$ cat src/tce_pkg.sv
// Constants for the capture, encoder and DMA timer block
package tce_pkg;
	localparam int          DATA_W        = 26;
	localparam int          WIDTH_W       = 25;
	localparam int          LEVEL_BIT     = 25;
	localparam int          ADDR_W        = 15;
	localparam int          ENC_W         = 32;
	localparam logic [25:0] END_RESET     = 26'h3FFFFFF;
	localparam logic [7:0]  OFF_CTRL      = 8'h00;
	localparam logic [7:0]  OFF_DMA_CTRL  = 8'h04;
	localparam logic [7:0]  OFF_IRQ_EN    = 8'h08;
	localparam logic [7:0]  OFF_FLAGS     = 8'h0C;
	localparam logic [7:0]  OFF_DATA      = 8'h10;
	localparam logic [7:0]  OFF_END       = 8'h14;
	localparam logic [7:0]  OFF_DMA_NOW   = 8'h18;
	localparam logic [7:0]  OFF_DMA_BEG   = 8'h1C;
	localparam logic [7:0]  OFF_DMA_END   = 8'h20;
	localparam logic [7:0]  OFF_ENC_CTRL  = 8'h24;
	localparam logic [7:0]  OFF_ENC_IE    = 8'h28;
	localparam logic [7:0]  OFF_ENC_FLAG  = 8'h2C;
	localparam logic [7:0]  OFF_ENC_FINAL = 8'h30;
	localparam logic [7:0]  OFF_ENC_COUNT = 8'h34;
	// Control register fields
	localparam int CTL_CLEAR     = 0;
	localparam int CTL_COUNT_EN  = 1;
	localparam int CTL_MODE_IN   = 2;
	localparam int CTL_EDGE_LO   = 3;
	// DMA control fields
	localparam int DMA_EN_BIT    = 0;
	localparam int DMA_WRAP_BIT  = 2;
	// Flag and enable fields
	localparam int FLG_DATA      = 0;
	localparam int FLG_TIMEOUT   = 1;
	localparam int FLG_DMA_DONE  = 2;
	// Encoder control and flag fields
	localparam int ENC_RUN_BIT   = 0;
	localparam int ENC_SEL_LO    = 1;
	localparam int ENC_CLR_BIT   = 3;
	localparam int ENC_DIR_BIT   = 5;
	localparam int EFL_FWD       = 0;
	localparam int EFL_BWD       = 1;
	localparam logic [7:0] CTRL_RESET = 8'h01;
	typedef enum logic [1:0] {
		TCE_CAP_NONE = 2'h0,
		TCE_CAP_ANY  = 2'h1,
		TCE_CAP_FALL = 2'h2,
		TCE_CAP_RISE = 2'h3
	} tce_cap_t;
	typedef enum logic [1:0] {
		TCE_ENC_IDLE = 2'h0,
		TCE_ENC_B    = 2'h1,
		TCE_ENC_A    = 2'h2,
		TCE_ENC_AB   = 2'h3
	} tce_enc_sel_t;
endpackage

$ cat src/tce_enc_if.sv
// Link between the register side and the quadrature counter
`timescale 1ns/1ps
interface tce_enc_if;
	import tce_pkg::*;
	logic               run;
	tce_enc_sel_t       sel;
	logic               clr;
	logic [ENC_W-1:0]   final_value;
	logic [ENC_W-1:0]   count;
	logic               dir;
	logic               step_up;
	logic               step_dn;
	modport ctl (output run, output sel, output clr, output final_value,
		input count, input dir, input step_up, input step_dn);
	modport enc (input run, input sel, input clr, input final_value,
		output count, output dir, output step_up, output step_dn);
endinterface

$ cat src/tce_timer.sv
// Capture, encoder and DMA store timer with APB registers
//
// Chosen here: the register offsets and the APB register port.
`timescale 1ns/1ps
module tce_timer
	import tce_pkg::*;
(
	input  wire logic                pclk,
	input  wire logic                presetn,
	input  wire logic                psel,
	input  wire logic                penable,
	input  wire logic                pwrite,
	input  wire logic [7:0]          paddr,
	input  wire logic [31:0]         pwdata,
	output logic      [31:0]         prdata,
	output logic                     pready,
	output logic                     pslverr,
	input  wire logic                capture_input,
	input  wire logic                encoder_input_a,
	input  wire logic                encoder_input_b,
	input  wire logic                sys_wake,
	output logic                     dma_wr_valid,
	output logic      [ADDR_W-1:0]   dma_wr_addr,
	output logic      [31:0]         dma_wr_data,
	output logic                     timer_irq,
	output logic                     encoder_irq,
	output logic                     encoder_wake
);
	tce_enc_if eif ();

	logic [7:0]        timer_mode_control_r;
	logic [2:0]        dma_ctrl_r;
	logic [2:0]        timer_irq_enable_register_r;
	logic [2:0]        timer_flag_register_r;
	logic [2:0]        flag_nxt;
	logic [DATA_W-1:0] timer_data_word_r;
	logic              data_valid_r;
	logic [DATA_W-1:0] timer_end_value_r;
	logic [ADDR_W-1:0] dma_current_address_r;
	logic [ADDR_W-1:0] dma_begin_address_r;
	logic [ADDR_W-1:0] dma_end_address_r;
	logic [3:0]        enc_ctrl_r;
	logic [1:0]        enc_ie_r;
	logic [1:0]        enc_flag_r;
	logic [1:0]        enc_flag_nxt;
	logic [ENC_W-1:0]  encoder_final_value_r;
	logic              cap_prev_r;
	logic              armed_r;
	logic [WIDTH_W-1:0] width_r;
	logic              pready_r;
	logic              pslverr_r;
	logic [31:0]       prdata_r;
	logic              dma_wr_valid_r;
	logic [ADDR_W-1:0] dma_wr_addr_r;
	logic [31:0]       dma_wr_data_r;
	logic              timer_irq_r;
	logic              encoder_irq_r;
	logic              encoder_wake_r;
	logic              acc;
	logic              wr;
	logic              rd;
	logic              mapped;
	logic [31:0]       rdata_nxt;
	logic              active;
	logic              edge_seen;
	logic              sel_edge;
	logic              timeout;
	logic              emit;
	logic [DATA_W-1:0] word_nxt;
	logic              dma_on;
	logic              dma_room;
	logic              dma_hit_end;
	tce_cap_t          cap_mode;

	assign cap_mode = tce_cap_t'(timer_mode_control_r[CTL_EDGE_LO +: 2]);
	assign dma_on   = dma_ctrl_r[DMA_EN_BIT];

	// APB slave: one wait state, so all answers come from flops
	assign acc = psel && penable && pready_r;
	assign wr  = acc && pwrite;
	assign rd  = acc && !pwrite;

	always_comb begin
		mapped    = 1'b1;
		rdata_nxt = '0;
		case (paddr)
			OFF_CTRL:      rdata_nxt[7:0] = timer_mode_control_r;
			OFF_DMA_CTRL:  rdata_nxt[2:0] = dma_ctrl_r;
			OFF_IRQ_EN:    rdata_nxt[2:0] = timer_irq_enable_register_r;
			OFF_FLAGS:     rdata_nxt[2:0] = timer_flag_register_r;
			OFF_DATA:      rdata_nxt[DATA_W-1:0] = timer_data_word_r;
			OFF_END:       rdata_nxt[DATA_W-1:0] = timer_end_value_r;
			OFF_DMA_NOW:   rdata_nxt[ADDR_W-1:0] = dma_current_address_r;
			OFF_DMA_BEG:   rdata_nxt[ADDR_W-1:0] = dma_begin_address_r;
			OFF_DMA_END:   rdata_nxt[ADDR_W-1:0] = dma_end_address_r;
			OFF_ENC_CTRL:  rdata_nxt[5:0] = {eif.dir, 1'b0, enc_ctrl_r};
			OFF_ENC_IE:    rdata_nxt[1:0] = enc_ie_r;
			OFF_ENC_FLAG:  rdata_nxt[1:0] = enc_flag_r;
			OFF_ENC_FINAL: rdata_nxt = encoder_final_value_r;
			OFF_ENC_COUNT: rdata_nxt = eif.count;
			default:       mapped = 1'b0;
		endcase
	end

	always_ff @(posedge pclk or negedge presetn) begin
		if (!presetn) begin
			pready_r  <= 1'b0;
			pslverr_r <= 1'b0;
			prdata_r  <= '0;
		end else begin
			pready_r  <= psel && penable && !pready_r;
			pslverr_r <= psel && penable && !pready_r && !mapped;
			prdata_r  <= (psel && penable && !pready_r && !pwrite) ? rdata_nxt : '0;
		end
	end

	// Configuration registers
	always_ff @(posedge pclk or negedge presetn) begin
		if (!presetn) begin
			timer_mode_control_r        <= CTRL_RESET;
			dma_ctrl_r                  <= '0;
			timer_irq_enable_register_r <= '0;
			timer_end_value_r           <= END_RESET;
			dma_begin_address_r         <= '0;
			dma_end_address_r           <= '0;
			enc_ctrl_r                  <= '0;
			enc_ie_r                    <= '0;
			encoder_final_value_r       <= '0;
		end else if (wr) begin
			case (paddr)
				OFF_CTRL:      timer_mode_control_r <= pwdata[7:0];
				OFF_DMA_CTRL:  dma_ctrl_r <= {pwdata[DMA_WRAP_BIT], 1'b0, pwdata[DMA_EN_BIT]};
				OFF_IRQ_EN:    timer_irq_enable_register_r <= pwdata[2:0];
				OFF_END:       timer_end_value_r <= pwdata[DATA_W-1:0];
				OFF_DMA_BEG:   dma_begin_address_r <= {pwdata[ADDR_W-1:2], 2'b00};
				OFF_DMA_END:   dma_end_address_r <= {pwdata[ADDR_W-1:2], 2'b00};
				OFF_ENC_CTRL:  enc_ctrl_r <= pwdata[3:0];
				OFF_ENC_IE:    enc_ie_r <= pwdata[1:0];
				OFF_ENC_FINAL: encoder_final_value_r <= pwdata;
				default:       ;
			endcase
		end
	end

	// Capture engine: input taken every clock, widths in cycles
	assign active    = !timer_mode_control_r[CTL_CLEAR] && timer_mode_control_r[CTL_COUNT_EN]
		&& timer_mode_control_r[CTL_MODE_IN] && cap_mode != TCE_CAP_NONE;
	assign edge_seen = capture_input != cap_prev_r;

	always_comb begin
		case (cap_mode)
			TCE_CAP_ANY:  sel_edge = edge_seen;
			TCE_CAP_FALL: sel_edge = edge_seen && !capture_input;
			TCE_CAP_RISE: sel_edge = edge_seen && capture_input;
			default:      sel_edge = 1'b0;
		endcase
	end

	// Period modes count nothing until their first edge
	assign timeout = active && armed_r && !sel_edge
		&& {1'b0, width_r} >= timer_end_value_r;
	assign emit    = active && armed_r && (sel_edge || timeout);

	always_comb begin
		if (cap_mode == TCE_CAP_ANY) begin
			word_nxt = {cap_prev_r, width_r};
		end else begin
			word_nxt = {timeout, width_r};
		end
	end

	always_ff @(posedge pclk or negedge presetn) begin
		if (!presetn) begin
			cap_prev_r <= 1'b0;
			armed_r    <= 1'b0;
			width_r    <= '0;
		end else begin
			cap_prev_r <= capture_input;
			if (!active) begin
				armed_r <= 1'b0;
				width_r <= '0;
			end else if (!armed_r) begin
				armed_r <= (cap_mode == TCE_CAP_ANY) || sel_edge;
				width_r <= WIDTH_W'(1);
			end else if (emit) begin
				width_r <= WIDTH_W'(1);
			end else begin
				width_r <= width_r + 1'b1;
			end
		end
	end

	// Data register, emptied by clear-all; a read drops only its valid bit
	always_ff @(posedge pclk or negedge presetn) begin
		if (!presetn) begin
			timer_data_word_r <= '0;
			data_valid_r      <= 1'b0;
		end else if (timer_mode_control_r[CTL_CLEAR]) begin
			timer_data_word_r <= '0;
			data_valid_r      <= 1'b0;
		end else if (emit && !dma_on) begin
			timer_data_word_r <= word_nxt;
			data_valid_r      <= 1'b1;
		end else if (rd && paddr == OFF_DATA) begin
			data_valid_r <= 1'b0;
		end
	end

	// DMA store: end address is exclusive, writes stop there unless wrapping
	assign dma_room    = dma_current_address_r != dma_end_address_r;
	assign dma_hit_end = dma_current_address_r + ADDR_W'(4) == dma_end_address_r;

	always_ff @(posedge pclk or negedge presetn) begin
		if (!presetn) begin
			dma_current_address_r <= '0;
			dma_wr_valid_r        <= 1'b0;
			dma_wr_addr_r         <= '0;
			dma_wr_data_r         <= '0;
		end else begin
			dma_wr_valid_r <= emit && dma_on && dma_room;
			if (!dma_on) begin
				dma_current_address_r <= dma_begin_address_r;
			end else if (emit && dma_room) begin
				dma_wr_addr_r <= dma_current_address_r;
				dma_wr_data_r <= {6'h00, word_nxt};
				if (dma_hit_end && dma_ctrl_r[DMA_WRAP_BIT]) begin
					dma_current_address_r <= dma_begin_address_r;
				end else begin
					dma_current_address_r <= dma_current_address_r + ADDR_W'(4);
				end
			end
		end
	end

	// Flags: hardware set wins over a write-one clear in the same cycle
	always_comb begin
		flag_nxt = timer_flag_register_r;
		if (wr && paddr == OFF_FLAGS) begin
			flag_nxt = flag_nxt & ~pwdata[2:0];
		end
		flag_nxt[FLG_DATA]     = flag_nxt[FLG_DATA] | emit;
		flag_nxt[FLG_TIMEOUT]  = flag_nxt[FLG_TIMEOUT] | timeout;
		flag_nxt[FLG_DMA_DONE] = flag_nxt[FLG_DMA_DONE]
			| (emit && dma_on && dma_room && dma_hit_end);
		if (timer_mode_control_r[CTL_CLEAR]) begin
			flag_nxt = '0;
		end
	end

	always_ff @(posedge pclk or negedge presetn) begin
		if (!presetn) begin
			timer_flag_register_r <= '0;
			timer_irq_r           <= 1'b0;
		end else begin
			timer_flag_register_r <= flag_nxt;
			timer_irq_r           <= |(flag_nxt & timer_irq_enable_register_r);
		end
	end

	// Encoder side
	assign eif.run         = enc_ctrl_r[ENC_RUN_BIT];
	assign eif.sel         = tce_enc_sel_t'(enc_ctrl_r[ENC_SEL_LO +: 2]);
	assign eif.final_value = encoder_final_value_r;
	assign eif.clr         = rd && paddr == OFF_ENC_COUNT && enc_ctrl_r[ENC_CLR_BIT];

	tce_encoder u_enc (
		.pclk            (pclk),
		.presetn         (presetn),
		.encoder_input_a (encoder_input_a),
		.encoder_input_b (encoder_input_b),
		.eif             (eif)
	);

	always_comb begin
		enc_flag_nxt = enc_flag_r;
		if (wr && paddr == OFF_ENC_FLAG) begin
			enc_flag_nxt = enc_flag_nxt & ~pwdata[1:0];
		end
		enc_flag_nxt[EFL_FWD] = enc_flag_nxt[EFL_FWD] | eif.step_up;
		enc_flag_nxt[EFL_BWD] = enc_flag_nxt[EFL_BWD] | eif.step_dn;
	end

	always_ff @(posedge pclk or negedge presetn) begin
		if (!presetn) begin
			enc_flag_r     <= '0;
			encoder_irq_r  <= 1'b0;
			encoder_wake_r <= 1'b0;
		end else begin
			enc_flag_r    <= enc_flag_nxt;
			encoder_irq_r <= |(enc_flag_nxt & enc_ie_r);
			if (eif.step_up || eif.step_dn) begin
				encoder_wake_r <= 1'b1;
			end else if (sys_wake && enc_ctrl_r[ENC_CLR_BIT]) begin
				encoder_wake_r <= 1'b0;
			end
		end
	end

	assign prdata       = prdata_r;
	assign pready       = pready_r;
	assign pslverr      = pslverr_r;
	assign dma_wr_valid = dma_wr_valid_r;
	assign dma_wr_addr  = dma_wr_addr_r;
	assign dma_wr_data  = dma_wr_data_r;
	assign timer_irq    = timer_irq_r;
	assign encoder_irq  = encoder_irq_r;
	assign encoder_wake = encoder_wake_r;
endmodule

$ cat src/tce_encoder.sv
// Quadrature counter with direction tracking
`timescale 1ns/1ps
module tce_encoder
	import tce_pkg::*;
(
	input  wire logic pclk,
	input  wire logic presetn,
	input  wire logic encoder_input_a,
	input  wire logic encoder_input_b,
	tce_enc_if.enc    eif
);
	logic             a_prev_r;
	logic             b_prev_r;
	logic             a_edge;
	logic             b_edge;
	logic             a_down;
	logic             b_up;
	logic             use_a;
	logic             use_b;
	logic             up_nxt;
	logic             dn_nxt;
	logic [ENC_W-1:0] count_r;
	logic             dir_r;
	logic             step_up_r;
	logic             step_dn_r;

	always_ff @(posedge pclk or negedge presetn) begin
		if (!presetn) begin
			a_prev_r <= 1'b0;
			b_prev_r <= 1'b0;
		end else begin
			a_prev_r <= encoder_input_a;
			b_prev_r <= encoder_input_b;
		end
	end

	always_comb begin
		a_edge = encoder_input_a ^ a_prev_r;
		b_edge = encoder_input_b ^ b_prev_r;
		// A edge counts down when its new level matches B
		a_down = (encoder_input_a == encoder_input_b);
		// B edge counts up when its new level matches A
		b_up   = (encoder_input_b == encoder_input_a);
		use_a  = eif.run && a_edge && (eif.sel == TCE_ENC_A || eif.sel == TCE_ENC_AB);
		use_b  = eif.run && b_edge && (eif.sel == TCE_ENC_B || eif.sel == TCE_ENC_AB);
		// A wins a simultaneous pair of edges; a real encoder never makes one
		up_nxt = use_a ? !a_down : (use_b && b_up);
		dn_nxt = use_a ? a_down : (use_b && !b_up);
	end

	always_ff @(posedge pclk or negedge presetn) begin
		if (!presetn) begin
			count_r <= '0;
		end else if (eif.clr) begin
			count_r <= '0;
		end else if (up_nxt) begin
			count_r <= (count_r == eif.final_value) ? '0 : count_r + 1'b1;
		end else if (dn_nxt) begin
			count_r <= (count_r == '0) ? eif.final_value : count_r - 1'b1;
		end
	end

	// Direction follows every input transition, counted or not
	always_ff @(posedge pclk or negedge presetn) begin
		if (!presetn) begin
			dir_r <= 1'b0;
		end else if (a_edge) begin
			dir_r <= a_down;
		end else if (b_edge) begin
			dir_r <= !b_up;
		end
	end

	always_ff @(posedge pclk or negedge presetn) begin
		if (!presetn) begin
			step_up_r <= 1'b0;
			step_dn_r <= 1'b0;
		end else begin
			step_up_r <= up_nxt;
			step_dn_r <= dn_nxt;
		end
	end

	assign eif.count   = count_r;
	assign eif.dir     = dir_r;
	assign eif.step_up = step_up_r;
	assign eif.step_dn = step_dn_r;
endmodule

$ cat config.mk
export PLATFORM = sky130hd
export DESIGN_NAME = tce_timer
export DESIGN_NICKNAME = d
export VERILOG_FILES = /design/src/tce_pkg.sv /design/src/tce_enc_if.sv /design/src/tce_timer.sv /design/src/tce_encoder.sv
export SDC_FILE = /design/constraint.sdc
export NUM_CORES = 1
export LEC_CHECK = 0
export BUFFER_PORTS_ARGS = -buffer_cell sky130_fd_sc_hd__buf_4
export CAP_MARGIN = 20
export CORE_MARGIN = 2
export CORE_UTILIZATION = 61
export DETAILED_ROUTE_END_ITERATION = 7
export PLACE_DENSITY = 0.78
export SLEW_MARGIN = 20
export SYNTH_ARGS = -nofsm -noshare
export SYNTH_HDL_FRONTEND = slang
export SYNTH_SLANG_ARGS = --single-unit
$ cat constraint.sdc
create_clock -name pclk -period 4.06 [get_ports pclk]
set_input_delay 1.015 -clock pclk [delete_from_list [all_inputs] [get_ports pclk]]
set_output_delay 1.015 -clock pclk [all_outputs]
set_load 0.03 [all_outputs]
==> flow_summary.ini <==
[yosys]
synth_enable_flop_cells = 0
synth_flop_cell = sky130_fd_sc_hd__dfrtp_1
synth.cell_area_um2 = 16000
synth_area_leaders = sky130_fd_sc_hd__dfrtp_1 (41%), sky130_fd_sc_hd__mux2_2 (10%), sky130_fd_sc_hd__dfstp_2 (4.4%)
number_of_synthesis_warnings = 0
synth_fa_ha_area_share_pct = 2.35
post_synth_mux_area_share_pct = 10.8
post-synth-top-area-cell = sky130_fd_sc_hd__dfrtp_1
async_reset_ff_share_pct = 100
synth.ff_latch_count = 288
syn-instance-count = 1604
synthDominantCellAreaShare_pct = 40.9
yosysSeqAreaShare_pct = 45.4
synth-compound-area-share_pct = 16.1
yosys.area_share.simple_pct = 15.0
synthDistinctLibCells = 81
main_combinational_cell_family_by_area_after_synthesis = compound AO/OA/AOI/OAI gates
postSynthAreaPerCell_um2 = 9.95
yosys.area_share.xor_xnor_pct = 5.43

[floorplanning]
die_outline_area_um2 = 27500
dieHeight_um = 166
die_width_um = 166
cell_rows = 59
initial_core_util_pct = 61.8
design.core.area_um2 = 25800
design.portCount = 134

[clock_network]
cts_clk_pin_slew_worst_paths_ns = 0.06
root_buffer = sky130_fd_sc_hd__clkbuf_16
cts_tree = done
cts.sink_count = 288
cts_made_buffers = 31
cts.hold.buffers_added = 0
insertion_delay_ns = 0.58
cts-resized-gates = 0
cts_setup_buffers = 0
cts-htree-levels = 1
clockBufferDepth = 3

[placement]
placed_area_um2 = 17300
placement.io_buffers = 125
hpwl_um = 34800
global_placement_routability_congestion = 0.983

[final_layout]
mostFrequentLayoutCell = sky130_fd_sc_hd__dfrtp_1
finalInstanceArea_um2 = 18400
n_antenna_cell = 0
layout-drive-gt1-share_pct = 24.8
layout_common_cells = sky130_fd_sc_hd__dfrtp_1 (261), sky130_fd_sc_hd__buf_4 (175), sky130_fd_sc_hd__mux2_2 (143)
area_added_between_synthesis_and_finish_pct = 15.1
num-nets-final = 1775
fillCellCount = 1910

[critical_path]
rr_startpoint = dma_current_address_r[2]
crit_path_max_fanout = 18
critical_path_required_ns = 4.50
timing.critical_path.to_type = flip-flop
timing.setup.critical_path_class = flip-flop to flip-flop
worst_ep_arrival_time_ns = 3.88
rr_worst_depth = 9
critPathLaunchType = flip-flop
reg2reg_setup_slack_ns = 0.62
endpoint_of_the_worst_register_to_register_path = dma_current_address_r[5]

[detailed_routing]
final_antenna_net_count = 0
dr.first_iter.drc_count = 1718
detailed_route_drc_error_count = 5
via_per_inst = 6.70
drt_first_pass_iters = 8
detail_route.wl_per_cell_um = 23.9
drt_wl_total_um = 49200
routed-via-count = 13800

[run]
max_cap_violations = 0

[timing]
max_freq_mhz = 291
finalClockSkew_ns = 0.0124
grt_setup_unrepaired = false
final.hold.worst_slack_ns = 0.451
setup-tns-final_ns = 0
max_slew.worst_pin.slew_ns = 0.980
final.min_clock_period_ns = 3.44
layout_worst_path_cycle_share_pct = 84.8
final-hold-violation-count = 0
timing.final.setup_violations = 0
slew-limit-headroom_pct = 34.5
drv_slew = 0

[grt]
grt.overflow.total = 0
grt_met3_usage_pct = 6.48
grt_pass1_vias = 13600
groute.layer.met1.usage_pct = 50.1
grt_antenna_before_repair = 1
global_route.usage.total_pct = 35.5
global_route_wire_length_before_repair_um = 78100
grt_max_degree = 100
grtUsageMet2_pct = 55.1
grt.busiest_layer = met2

[pwr]
leakage_nw = 8.20
power-per-cell-area_nw_per_um2 = 331
ir_drop_uv = 287

[run_status]
result_of_the_run = finished with violations
violations_in_the_final_reports = design-rule violations

[worst_hold_path]
hold_path.class = primary input to async pin
-- worst max path at each step --
stage / from / to / slack (ns) / cells after the start
detailed placement: paddr[1] / u_enc.eif.count[16] / 0.44 / 9
global placement: paddr[1] / u_enc.eif.count[16] / 0.46 / 9
global route: dma_current_address_r[2] / dma_current_address_r[5] / 0.41 / 9
finish: dma_current_address_r[2] / dma_current_address_r[5] / 0.62 / 9
CTS: dma_current_address_r[2] / dma_current_address_r[5] / 0.70 / 9
floorplan: paddr[1] / u_enc.eif.count[27] / 0.48 / 10
-- where the power goes --
part,internal (mW),switching (mW),leakage [nW]
clock network,1.77,1.22,0.523
registers,2.88,0.0156,3.84
logic,0.0626,0.137,3.83
total,4.71,1.37,8.20
-- cells in the mapped netlist, types with 11 or more instances --
library cell / number
sky130_fd_sc_hd__dfrtp_1: 261
sky130_fd_sc_hd__mux2_2: 143
sky130_fd_sc_hd__nand2_1: 134
sky130_fd_sc_hd__nor2_1: 102
sky130_fd_sc_hd__clkbuf_1: 91
sky130_fd_sc_hd__o21ai_0: 72
sky130_fd_sc_hd__a22oi_1: 65
sky130_fd_sc_hd__xor2_1: 64
sky130_fd_sc_hd__inv_1: 60
sky130_fd_sc_hd__nand3_1: 55
sky130_fd_sc_hd__a21oi_1: 51
sky130_fd_sc_hd__xnor2_1: 35
sky130_fd_sc_hd__nand4_1: 32
sky130_fd_sc_hd__nor4_1: 32
sky130_fd_sc_hd__ha_1: 30
sky130_fd_sc_hd__o211ai_1: 30
sky130_fd_sc_hd__dfstp_2: 27
sky130_fd_sc_hd__nor3_1: 20
sky130_fd_sc_hd__or3_1: 18
sky130_fd_sc_hd__buf_2: 15
sky130_fd_sc_hd__o22ai_1: 15
sky130_fd_sc_hd__a211oi_1: 14
sky130_fd_sc_hd__a31oi_1: 13
sky130_fd_sc_hd__and3_1: 12
sky130_fd_sc_hd__mux2i_1: 12
sky130_fd_sc_hd__a222oi_1: 11
-- critical path: stages, from the launching register on --
cell	delay, ns
sky130_fd_sc_hd__dfrtp_1	0.59
sky130_fd_sc_hd__ha_1	0.47
sky130_fd_sc_hd__nand3_1	0.23
sky130_fd_sc_hd__or4b_1	0.56
sky130_fd_sc_hd__a21o_1	0.19
sky130_fd_sc_hd__o21a_1	0.21
sky130_fd_sc_hd__o41ai_2	0.37
sky130_fd_sc_hd__buf_4	0.30
sky130_fd_sc_hd__mux2i_1	0.29
sky130_fd_sc_hd__a22oi_1	0.09
-- state kept, by name, summed over array words and instances (netlist names), 2 cells and up --
register / cells
width_r: 25
enc_ctrl_r: 4
eif.final_value: 32
prdata: 32
dma_wr_addr: 13
dma_current_address_r: 13
dma_begin_address_r: 13
enc_ie_r: 2
timer_irq_enable_register_r: 3
timer_mode_control_r: 8
dma_ctrl_r: 2
u_enc.eif.count: 32
timer_flag_register_r: 3
enc_flag_r: 2
dma_end_address_r: 13
dma_wr_data: 26
timer_end_value_r: 26
timer_data_word_r: 26
-- metal layers --
metal / vias up / share of wire (%)
li1: 6067 / -
met1: 6838 / 41
met2: 735 / 46
met3: 137 / 9.2
met4: 0 / 4.1
met5: - / 0
-- area by class of cell --
type / count / area, um2 / area share [%]
multi-input cells: 1134 / 8010 / 43.6
flip-flops and latches: 288 / 7240 / 39.4
repair buffers: 179 / 1390 / 7.56
clock buffers: 40 / 870 / 4.73
well taps: 335 / 419 / 2.28
inverters: 62 / 233 / 1.27
clock inverters: 18 / 214 / 1.16
-- through the flow --
step	cells	setup WS, ns	util, %	power [mW]
final	2056	0.619	71.1	6.09
after global routing	2056	0.406	71.1	6.25
after CTS	2056	0.696	71.1	6.11
after detailed placement	1998	0.443	66.9	3.15
after global placement	1998	0.465	66.9	3.15
after floorplan	1611	0.481	-	3.01
-- logic make-up (layout without fill, tap and decap cells) --
| family | Yosys count | in the layout |
|---|---|---|
| xor gates and xnor gates | 99 | 99 |
| adders and majority gates | 30 | 30 |
| and+or+nand+nor | 475 | 475 |
| muxes | 155 | 155 |
| buffers and inverters | 189 | 299 |
| AOI/OAI and AO/OA | 367 | 367 |
| other | 1 | 8 |
| DFF | 288 | 288 |
(Power assumes the default switching activity.)
